`src/logic/sfe_consts.vh`:
```
// Constants for the serial flash erase, reset and suspend sequencer
`ifndef SFE_CONSTS_VH
`define SFE_CONSTS_VH

// Opcodes
`define SFE_OP_WREN 8'h06
`define SFE_OP_WRDI 8'h04
`define SFE_OP_RST_EN 8'h66
`define SFE_OP_RST_MEM 8'h99
`define SFE_OP_SSE 8'h20
`define SFE_OP_SE 8'hd8
`define SFE_OP_BE 8'hc7
`define SFE_OP_PP 8'h02
`define SFE_OP_SUSP 8'h75
`define SFE_OP_RESUME 8'h7a

// Frame bit counts
`define SFE_OPCODE_BITS 6'h08
`define SFE_ADDR_END_BITS 6'h20
`define SFE_PROG_MIN_BITS 6'h28

// Lane modes on PROTO_MODE
`define SFE_PROTO_EXT 2'h0
`define SFE_PROTO_DUAL 2'h1
`define SFE_PROTO_QUAD 2'h2

// Flag status register
`define SFE_FSR_RESET 8'h80
`define SFE_FSR_READY 7
`define SFE_FSR_ERS_SUSP 6
`define SFE_FSR_ERS_ERR 5
`define SFE_FSR_PGM_ERR 4
`define SFE_FSR_PGM_SUSP 2
`define SFE_FSR_PROT_ERR 1

// Erase kinds on ERASE_KIND
`define SFE_KIND_SUBSECTOR 2'h0
`define SFE_KIND_SECTOR 2'h1
`define SFE_KIND_BULK 2'h2

// Address fields
`define SFE_SECTOR_MSB 22
`define SFE_SECTOR_LSB 16
`define SFE_SUBSECTOR_LSB 12
`define SFE_LOCK_RESET 128'h0

// Self-timed operation defaults in cycles of CORE_CLK
`define SFE_SSE_CYC 32'h00001388
`define SFE_SE_CYC 32'h00002710
`define SFE_BE_CYC 32'h00004e20
`define SFE_PP_CYC 32'h000003e8
`define SFE_SUSP_LAT_CYC 32'h00000064
`define SFE_ERASE_TIMEOUT_CYC 32'h00030d40

`endif

```
`src/logic/sfe_sequencer.v`:
```
// Serial flash command sequencer: write enable, software reset, erase, suspend
`timescale 1ns/100ps
`include "sfe_consts.vh"

// Function
// - Opcode 06h sets the write enable latch
// - Opcode 04h clears the write enable latch
// - Execute only when select rises on boundary
// - Opcodes arrive on one, two or four lanes
// - Latch resets to zero, gates modify commands
// - Reset needs 66h then 99h, no address
// - Select rise after both opcodes resets device
// - Reset aborts running or suspended operation
// - Reset restores volatile locks and configuration
// - Subsector erase: opcode, three address bytes
// - Sector erase: opcode, three address bytes
// - Bulk erase: opcode only, whole array
// - Erase without latch is silently ignored
// - Erase shows busy, clears latch, clears busy
// - Erase timeout clears latch, sets erase error
// - Locked target: no erase, latch kept, bits 1,5
// - Program suspend: bit 2 now, bit 7 later
// - Erase suspend: bit 6 now, bit 7 later
// - Short remainder finishes and clears suspend bit
// - Flag status powers up as 80h
// - Program to suspended sector: ignored, bit 4
module sfe_sequencer #(
	parameter [31:0] SUBSECTOR_ERASE_CYC = `SFE_SSE_CYC,
	parameter [31:0] SECTOR_ERASE_CYC = `SFE_SE_CYC,
	parameter [31:0] BULK_ERASE_CYC = `SFE_BE_CYC,
	parameter [31:0] PROGRAM_CYC = `SFE_PP_CYC,
	parameter [31:0] SUSPEND_LAT_CYC = `SFE_SUSP_LAT_CYC,
	parameter [31:0] ERASE_TIMEOUT_CYC = `SFE_ERASE_TIMEOUT_CYC
) (
	input wire CORE_CLK,
	input wire RESET,
	input wire SPI_CS_N,
	input wire SPI_SCLK,
	input wire [3:0] SPI_DQ_IN,
	input wire [1:0] PROTO_MODE,
	input wire ARRAY_STALL,
	input wire LOCK_WR_STB,
	input wire [6:0] LOCK_SECTOR,
	input wire LOCK_VALUE,
	input wire [7:0] NV_VOL_CFG,
	input wire [7:0] NV_ENH_CFG,
	input wire VOL_CFG_WR_STB,
	input wire ENH_CFG_WR_STB,
	input wire [7:0] CFG_WR_DATA,
	output reg WEL,
	output wire WIP,
	output wire [7:0] FLAG_STATUS,
	output reg [7:0] VOL_CFG,
	output reg [7:0] ENH_VOL_CFG,
	output reg [127:0] LOCK_BITS,
	output reg ERASE_DONE,
	output reg PROGRAM_DONE,
	output reg [1:0] ERASE_KIND,
	output reg [23:0] OP_ADDR,
	output reg OP_ABORT,
	output reg SOFT_RESET
);

	localparam [3:0] ST_IDLE = 4'b0001;
	localparam [3:0] ST_BUSY = 4'b0010;
	localparam [3:0] ST_SUSP_WAIT = 4'b0100;
	localparam [3:0] ST_SUSP = 4'b1000;

	reg [5:0] sync_reg;
	reg [5:0] samp_reg;
	reg cs_n_d_reg;
	reg sclk_d_reg;
	reg [3:0] state_reg;
	reg [7:0] fsr_reg;
	reg [31:0] shift_reg;
	reg [7:0] opcode_reg;
	reg [23:0] addr_reg;
	reg [5:0] bit_cnt_reg;
	reg [2:0] bit_mod_reg;
	reg rst_armed_reg;
	reg op_erase_reg;
	reg [31:0] remain_reg;
	reg [31:0] elapsed_reg;
	reg [31:0] lat_reg;
	reg [6:0] susp_sector_reg;

	wire cs_n_s = samp_reg[4];
	wire sclk_s = samp_reg[5];
	wire [3:0] dq_s = samp_reg[3:0];
	wire cs_fall = cs_n_d_reg & ~cs_n_s;
	wire cs_rise = ~cs_n_d_reg & cs_n_s;
	wire sclk_rise = ~sclk_d_reg & sclk_s;
	wire frame_op = bit_cnt_reg == `SFE_OPCODE_BITS;
	wire frame_addr = bit_cnt_reg == `SFE_ADDR_END_BITS;
	wire frame_prog = (bit_cnt_reg == `SFE_PROG_MIN_BITS) && (bit_mod_reg == 3'h0);
	wire [6:0] addr_sector = addr_reg[`SFE_SECTOR_MSB:`SFE_SECTOR_LSB];
	wire sector_locked = LOCK_BITS[addr_sector];
	wire any_locked = |LOCK_BITS;
	wire erase_cmd = (opcode_reg == `SFE_OP_SSE) || (opcode_reg == `SFE_OP_SE);
	wire op_finish = (remain_reg == 32'h0) && !ARRAY_STALL;
	wire op_timeout = op_erase_reg && (elapsed_reg == ERASE_TIMEOUT_CYC);

	reg [2:0] step;
	reg [31:0] shifted;

	// Lane count per protocol
	always @* begin
		step = 3'h1;
		shifted = {shift_reg[30:0], dq_s[0]};
		case (PROTO_MODE)
			`SFE_PROTO_DUAL: begin
				step = 3'h2;
				shifted = {shift_reg[29:0], dq_s[1:0]};
			end
			`SFE_PROTO_QUAD: begin
				step = 3'h4;
				shifted = {shift_reg[27:0], dq_s[3:0]};
			end
			default: begin
				step = 3'h1;
				shifted = {shift_reg[30:0], dq_s[0]};
			end
		endcase
	end

	// Pin inputs pass two flip-flops before any logic
	always @(posedge CORE_CLK) begin
		sync_reg <= {SPI_SCLK, SPI_CS_N, SPI_DQ_IN};
		samp_reg <= sync_reg;
		cs_n_d_reg <= cs_n_s;
		sclk_d_reg <= sclk_s;
	end

	assign WIP = (state_reg != ST_IDLE) && (state_reg != ST_SUSP);
	assign FLAG_STATUS = {~WIP, fsr_reg[6:0]};

	always @(posedge CORE_CLK) begin
		if (RESET || SOFT_RESET) begin
			state_reg <= ST_IDLE;
			fsr_reg <= `SFE_FSR_RESET;
			WEL <= 1'b0;
			VOL_CFG <= NV_VOL_CFG;
			ENH_VOL_CFG <= NV_ENH_CFG;
			LOCK_BITS <= `SFE_LOCK_RESET;
			shift_reg <= 32'h0;
			opcode_reg <= 8'h0;
			addr_reg <= 24'h0;
			bit_cnt_reg <= 6'h0;
			bit_mod_reg <= 3'h0;
			rst_armed_reg <= 1'b0;
			op_erase_reg <= 1'b0;
			remain_reg <= 32'h0;
			elapsed_reg <= 32'h0;
			lat_reg <= 32'h0;
			susp_sector_reg <= 7'h0;
			ERASE_DONE <= 1'b0;
			PROGRAM_DONE <= 1'b0;
			ERASE_KIND <= `SFE_KIND_SUBSECTOR;
			OP_ADDR <= 24'h0;
			OP_ABORT <= SOFT_RESET && (state_reg != ST_IDLE);
			SOFT_RESET <= 1'b0;
		end else begin
			ERASE_DONE <= 1'b0;
			PROGRAM_DONE <= 1'b0;
			OP_ABORT <= 1'b0;
			if (VOL_CFG_WR_STB)
				VOL_CFG <= CFG_WR_DATA;
			if (ENH_CFG_WR_STB)
				ENH_VOL_CFG <= CFG_WR_DATA;
			if (LOCK_WR_STB)
				LOCK_BITS[LOCK_SECTOR] <= LOCK_VALUE;

			// Frame capture
			if (cs_fall) begin
				bit_cnt_reg <= 6'h0;
				bit_mod_reg <= 3'h0;
			end else if (sclk_rise && !cs_n_s) begin
				shift_reg <= shifted;
				bit_mod_reg <= bit_mod_reg + step;
				if (bit_cnt_reg < `SFE_PROG_MIN_BITS)
					bit_cnt_reg <= bit_cnt_reg + {3'h0, step};
				if (bit_cnt_reg + {3'h0, step} == `SFE_OPCODE_BITS)
					opcode_reg <= shifted[7:0];
				if (bit_cnt_reg + {3'h0, step} == `SFE_ADDR_END_BITS)
					addr_reg <= shifted[23:0];
			end

			// Self-timed operation
			case (state_reg)
				ST_BUSY: begin
					if (remain_reg != 32'h0)
						remain_reg <= remain_reg - 32'h1;
					elapsed_reg <= elapsed_reg + 32'h1;
					if (op_timeout) begin
						state_reg <= ST_IDLE;
						WEL <= 1'b0;
						fsr_reg[`SFE_FSR_ERS_ERR] <= 1'b1;
						fsr_reg[`SFE_FSR_ERS_SUSP] <= 1'b0;
					end else if (op_finish) begin
						state_reg <= ST_IDLE;
						ERASE_DONE <= op_erase_reg;
						PROGRAM_DONE <= ~op_erase_reg;
						fsr_reg[`SFE_FSR_ERS_SUSP] <= 1'b0;
						fsr_reg[`SFE_FSR_PGM_SUSP] <= 1'b0;
					end
				end
				ST_SUSP_WAIT: begin
					lat_reg <= lat_reg - 32'h1;
					if (lat_reg <= 32'h1)
						state_reg <= ST_SUSP;
				end
				ST_SUSP: begin
					state_reg <= ST_SUSP;
				end
				default: begin
					state_reg <= ST_IDLE;
				end
			endcase

			// Command execution on select rise at a byte boundary
			if (cs_rise) begin
				rst_armed_reg <= 1'b0;
				if (frame_op) begin
					case (opcode_reg)
						`SFE_OP_WREN: begin
							if (state_reg == ST_IDLE || state_reg == ST_SUSP)
								WEL <= 1'b1;
						end
						`SFE_OP_WRDI: begin
							if (state_reg == ST_IDLE || state_reg == ST_SUSP)
								WEL <= 1'b0;
						end
						`SFE_OP_RST_EN: begin
							rst_armed_reg <= 1'b1;
						end
						`SFE_OP_RST_MEM: begin
							if (rst_armed_reg)
								SOFT_RESET <= 1'b1;
						end
						`SFE_OP_BE: begin
							if (state_reg == ST_IDLE && WEL) begin
								if (any_locked) begin
									fsr_reg[`SFE_FSR_ERS_ERR] <= 1'b1;
									fsr_reg[`SFE_FSR_PROT_ERR] <= 1'b1;
								end else begin
									state_reg <= ST_BUSY;
									WEL <= 1'b0;
									op_erase_reg <= 1'b1;
									remain_reg <= BULK_ERASE_CYC;
									elapsed_reg <= 32'h0;
									ERASE_KIND <= `SFE_KIND_BULK;
									OP_ADDR <= 24'h0;
								end
							end
						end
						`SFE_OP_SUSP: begin
							if (state_reg == ST_BUSY && !op_timeout && !op_finish) begin
								if (op_erase_reg)
									fsr_reg[`SFE_FSR_ERS_SUSP] <= 1'b1;
								else
									fsr_reg[`SFE_FSR_PGM_SUSP] <= 1'b1;
								if (remain_reg >= SUSPEND_LAT_CYC) begin
									state_reg <= ST_SUSP_WAIT;
									lat_reg <= SUSPEND_LAT_CYC;
									susp_sector_reg <= OP_ADDR[`SFE_SECTOR_MSB:`SFE_SECTOR_LSB];
								end
							end
						end
						`SFE_OP_RESUME: begin
							if (state_reg == ST_SUSP) begin
								state_reg <= ST_BUSY;
								fsr_reg[`SFE_FSR_ERS_SUSP] <= 1'b0;
								fsr_reg[`SFE_FSR_PGM_SUSP] <= 1'b0;
							end
						end
						default: begin
							rst_armed_reg <= 1'b0;
						end
					endcase
				end else if (frame_addr && erase_cmd) begin
					if (state_reg == ST_IDLE && WEL) begin
						if (sector_locked) begin
							fsr_reg[`SFE_FSR_ERS_ERR] <= 1'b1;
							fsr_reg[`SFE_FSR_PROT_ERR] <= 1'b1;
						end else begin
							state_reg <= ST_BUSY;
							WEL <= 1'b0;
							op_erase_reg <= 1'b1;
							elapsed_reg <= 32'h0;
							if (opcode_reg == `SFE_OP_SSE) begin
								remain_reg <= SUBSECTOR_ERASE_CYC;
								ERASE_KIND <= `SFE_KIND_SUBSECTOR;
								OP_ADDR <= {addr_reg[23:`SFE_SUBSECTOR_LSB], 12'h000};
							end else begin
								remain_reg <= SECTOR_ERASE_CYC;
								ERASE_KIND <= `SFE_KIND_SECTOR;
								OP_ADDR <= {addr_reg[23:`SFE_SECTOR_LSB], 16'h0000};
							end
						end
					end
				end else if (frame_prog && opcode_reg == `SFE_OP_PP) begin
					if (state_reg == ST_SUSP && op_erase_reg) begin
						if (addr_sector == susp_sector_reg)
							fsr_reg[`SFE_FSR_PGM_ERR] <= 1'b1;
					end else if (state_reg == ST_IDLE && WEL) begin
						if (sector_locked) begin
							fsr_reg[`SFE_FSR_PGM_ERR] <= 1'b1;
							fsr_reg[`SFE_FSR_PROT_ERR] <= 1'b1;
						end else begin
							state_reg <= ST_BUSY;
							WEL <= 1'b0;
							op_erase_reg <= 1'b0;
							remain_reg <= PROGRAM_CYC;
							elapsed_reg <= 32'h0;
							OP_ADDR <= addr_reg;
						end
					end
				end
			end
		end
	end

endmodule

```
`config.mk`:
```
export PLATFORM = sky130hd
export DESIGN_NAME = sfe_sequencer
export DESIGN_NICKNAME = d
export VERILOG_FILES = /design/src/logic/sfe_sequencer.v
export VERILOG_INCLUDE_DIRS = /design/src /design/src/logic
export SDC_FILE = /design/constraint.sdc
export NUM_CORES = 1
export LEC_CHECK = 0
export BUFFER_PORTS_ARGS = -buffer_cell sky130_fd_sc_hd__buf_4
export CAP_MARGIN = 10
export CORE_ASPECT_RATIO = 1.1
export CORE_MARGIN = 2
export CORE_UTILIZATION = 50
export CTS_CLUSTER_SIZE = 40
export DETAILED_ROUTE_END_ITERATION = 10
export PLACE_DENSITY = 0.77
export SYNTH_ARGS = -nofsm -noshare
export SYNTH_HDL_FRONTEND = slang
export SYNTH_SLANG_ARGS = --single-unit
```
`constraint.sdc`:
```
create_clock -name CORE_CLK -period 3.28 [get_ports CORE_CLK]
set_clock_uncertainty 0.05 [all_clocks]
set_input_delay 0 -clock CORE_CLK [delete_from_list [all_inputs] [get_ports CORE_CLK]]
set_output_delay 0 -clock CORE_CLK [all_outputs]
set_load 0.01 [all_outputs]
```
==> results.cfg <==
[yosys]
synth_edf_count = 16
ys_seq_area_share_pct = 43.4
synthCells = 2023
avgSynthCellArea_sq_um = 8.55
synth.area.top_cells = dfxtp_1 (41%), nor2_1 (5.1%), a21oi_1 (5.0%)
synthTopCellsByCount = dfxtp_1 (351), nor2_1 (235), nand2_1 (219), a21oi_1 (173), o21ai_0 (164)
ys_warn_count = 0
synth.distinct_cells = 86
synthDominantCellAreaShare_pct = 40.6
yosysMostFrequentCell = dfxtp_1
yosysTopAreaCell = dfxtp_1
synth-seq-cells = 367
synth_area_sq_um = 17300
ys.flop_type = dfxtp_1
synth_async_sr_flop_share_pct = 0

[final_layout]
instances_no_fill = 2733
top_register = LOCK_BITS
n_fill_cell = 2901
areaGrowthSynthToFinish_pct = 22.6
antennaDiodeCount = 0
largest_reg_flops = 128
drive_gt1_share_pct = 17.3
nNetsFinal = 2327

[cts]
clk_pin_slew_ps = 60
cts_tree = built
cts_max_path_buffers = 3
htreeDepth = 2
cts_buffers = 39
clock-sinks = 367
root_buffer = clkbuf_16
cts_setup_buffers = 0
clk_latency_ps = 540

[route]
dr.first_iter.drc_count = 1780
dr.pass1.iters = 6
postRouteAntennaNets = 0
via_per_inst = 6.21
drc = 0
drt_wl_total_microns = 56600
vias = 17000
drt-wirelength-per-cell_microns = 20.7

[critical_path]
crit_fanout = 23
worstSetupStartpointType = flop
path_cells = buf_12 -> mux4_1 -> mux2i_1 -> o21ai_1 -> a2111o_1 -> and3_4 -> a211oi_2 -> o21ai_4 -> a22o_2
rr_endpoint = OP_ADDR[9]
cpLargestDelayFamily = compound AO/OA/AOI/OAI gates
crit_slowest_cell = mux4_1
critPathMaxStageDelay_ps = 570
reg2reg_setup_slack_ps = 100
required_ps = 3650
r2r_cells = 9
crit_buf_inv = 1
cp.arrival_ps = 3550
endpoint_kind = flop
worstSetupPathType = reg2reg
timing.rr.start = addr_reg[16]

[grt]
overflow = 0
grt_pass1_vias = 16100
grt_max_degree = 130
grt_usage_pct = 30.4
grt_pass1_wl_microns = 87900
antenna_found_initial = 0

[power]
swShare_pct = 22.6
internal_power_uw = 7260
power_frac_seq_pct = 48.5
comb_power_share_pct = 5.5
ir_worst_vdd_mv = 0.393
p_switching_uw = 2120
clkPwrFrac_pct = 46.0
leakage_uw = 0.00828
power_density_nw_per_um2 = 443

[timing]
fin_crit_ps = 3180
hold_slack_ps = 34.4
rsz0062_at_grt = no
fin_tns_setup_ps = 0
worstMarginPinSlew_ps = 1280
finalHoldViolations = 0
setup-violations-final = 0
clock.fmax_ghz = 0.314
fin_crit_sh_pct = 97.1
slew_violations = 0
slew_headroom_pct = 14.4

[job]
cap_violations = 0

[status]
status = finished clean

[die]
fp.dieArea_sq_um = 36100
dieWidth_microns = 181
start_util_pct = 50.7
rows = 71
die_h_microns = 199
io_pins = 230
core-area_sq_um = 34100

[place]
gp_congestion = 0.986
placed_cells = 2612
port_buffers = 227
dp.final_hpwl_microns = 38500

[worst_hold_path]
hold_end = LOCK_BITS[86]
hold_path_depth = 3
hold_start = LOCK_VALUE
hold_path_class = in2reg
## worst max path at each step
stage | start | to | slack (ps) | cells past startpoint
floorplan | PROTO_MODE[1] | addr_reg[10] | 360 | 14
global placement | addr_reg[18] | OP_ADDR[7] | 70 | 8
detailed placement | addr_reg[18] | OP_ADDR[9] | 60 | 8
CTS | addr_reg[18] | OP_ADDR[9] | 50 | 8
global route | addr_reg[16] | elapsed_reg[15] | 0.2 | 10
finish | addr_reg[16] | OP_ADDR[9] | 100 | 9
## timing repair
item                       in CTS  in global routing
hold endpoints to repair       87                  0
hold buffers                   52                  0
resized for setup               0                  3
setup endpoints to repair       0                 37
## metrics by stage
step / utilization (%) / setup WS, ps / total power [uW] / area, sq um
6_report: 62.1 / 96.2 / 9380 / 21200
5_1_grt: 62.1 / 0.216 / 9640 / 21200
4_1_cts: 62.1 / 46.7 / 9410 / 21200
3_5_place_dp: 56.9 / 63.6 / 5090 / 19400
3_3_place_gp: 56.9 / 68.4 / 5080 / 19400
2_1_floorplan: - / 359 / 4900 / 17300
## cell usage in the layout, fill, tap and decap left out, types with 10 or more instances in the layout
| cell type | n |
|---|---|
| a21oi_1 | 173 |
| a22oi_1 | 23 |
| ha_1 | 12 |
| xor2_1 | 47 |
| mux4_1 | 14 |
| nor4_1 | 60 |
| nor2_1 | 231 |
| mux4_2 | 16 |
| or3_1 | 18 |
| a22o_1 | 13 |
| o21ai_0 | 164 |
| nand3_1 | 151 |
| dfxtp_1 | 350 |
| nor3_1 | 40 |
| clkbuf_1 | 14 |
| xnor2_1 | 50 |
| mux2i_1 | 56 |
| nor2b_1 | 11 |
| nand2b_1 | 11 |
| buf_4 | 274 |
| nand4_1 | 30 |
| dlygate4sd3_1 | 52 |
| nand2_1 | 219 |
| clkbuf_16 | 39 |
| inv_1 | 25 |
| a211oi_1 | 10 |
| edfxtp_1 | 16 |
## worst reg2reg max path: stages, from the launching register on
cell,delay (ps)
dfxtp_1,440
buf_12,210
mux4_1,580
mux2i_1,150
o21ai_1,70
a2111o_1,470
and3_4,210
a211oi_2,310
o21ai_4,240
a22o_2,340
## routing by layer
metal / global-route usage, % / routed length, microns / share of wire [%] / vias up
met5: 0 / 0 / 0 / -
met4: 17.7 / 3480 / 6.2 / 0
met3: 6.65 / 5910 / 10 / 252
met2: 49.1 / 25800 / 46 / 1014
met1: 37.7 / 21400 / 38 / 7991
li1: - / - / - / 7727
## logic make-up (layout without fill, tap and decap cells)
| kind of cell | Yosys count | in the layout | share of synthesized area, % |
|---|---|---|---|
| xor+xnor | 97 | 97 | 4.91 |
| fa+ha+maj | 14 | 14 | 1.10 |
| mux | 89 | 89 | 7.65 |
| flops | 367 | 367 | 43.4 |
| compound gates | 442 | 442 | 14.7 |
| buf+inv | 155 | 426 | 4.08 |
| simple gates | 858 | 858 | 24.1 |
| other cells | 1 | 2 | 0.0217 |
## layout make-up
cell class / instances / area [sq um] / share of cell area [%]
clock buffer: 58 / 1100 / 5.18
clock inverter: 11 / 136 / 0.644
inverter: 25 / 93.8 / 0.443
multi-input combinational: 1502 / 9110 / 43.0
sequential: 367 / 7510 / 35.4
tap: 438 / 548 / 2.59
timing repair buffer: 332 / 2700 / 12.7
## power groups by stage
| stage | Clock (uW) | Sequential [uW] | Combinational, uW |
|---|---|---|---|
| 2_1_floorplan | 0 | 4660 | 244 |
| 3_3_place_gp | 0 | 4650 | 435 |
| 3_5_place_dp | 0 | 4650 | 441 |
| 4_1_cts | 4370 | 4550 | 496 |
| 5_1_grt | 4550 | 4550 | 545 |
| 6_report | 4310 | 4550 | 516 |
Note: power is estimated with default switching activity, not from simulation.
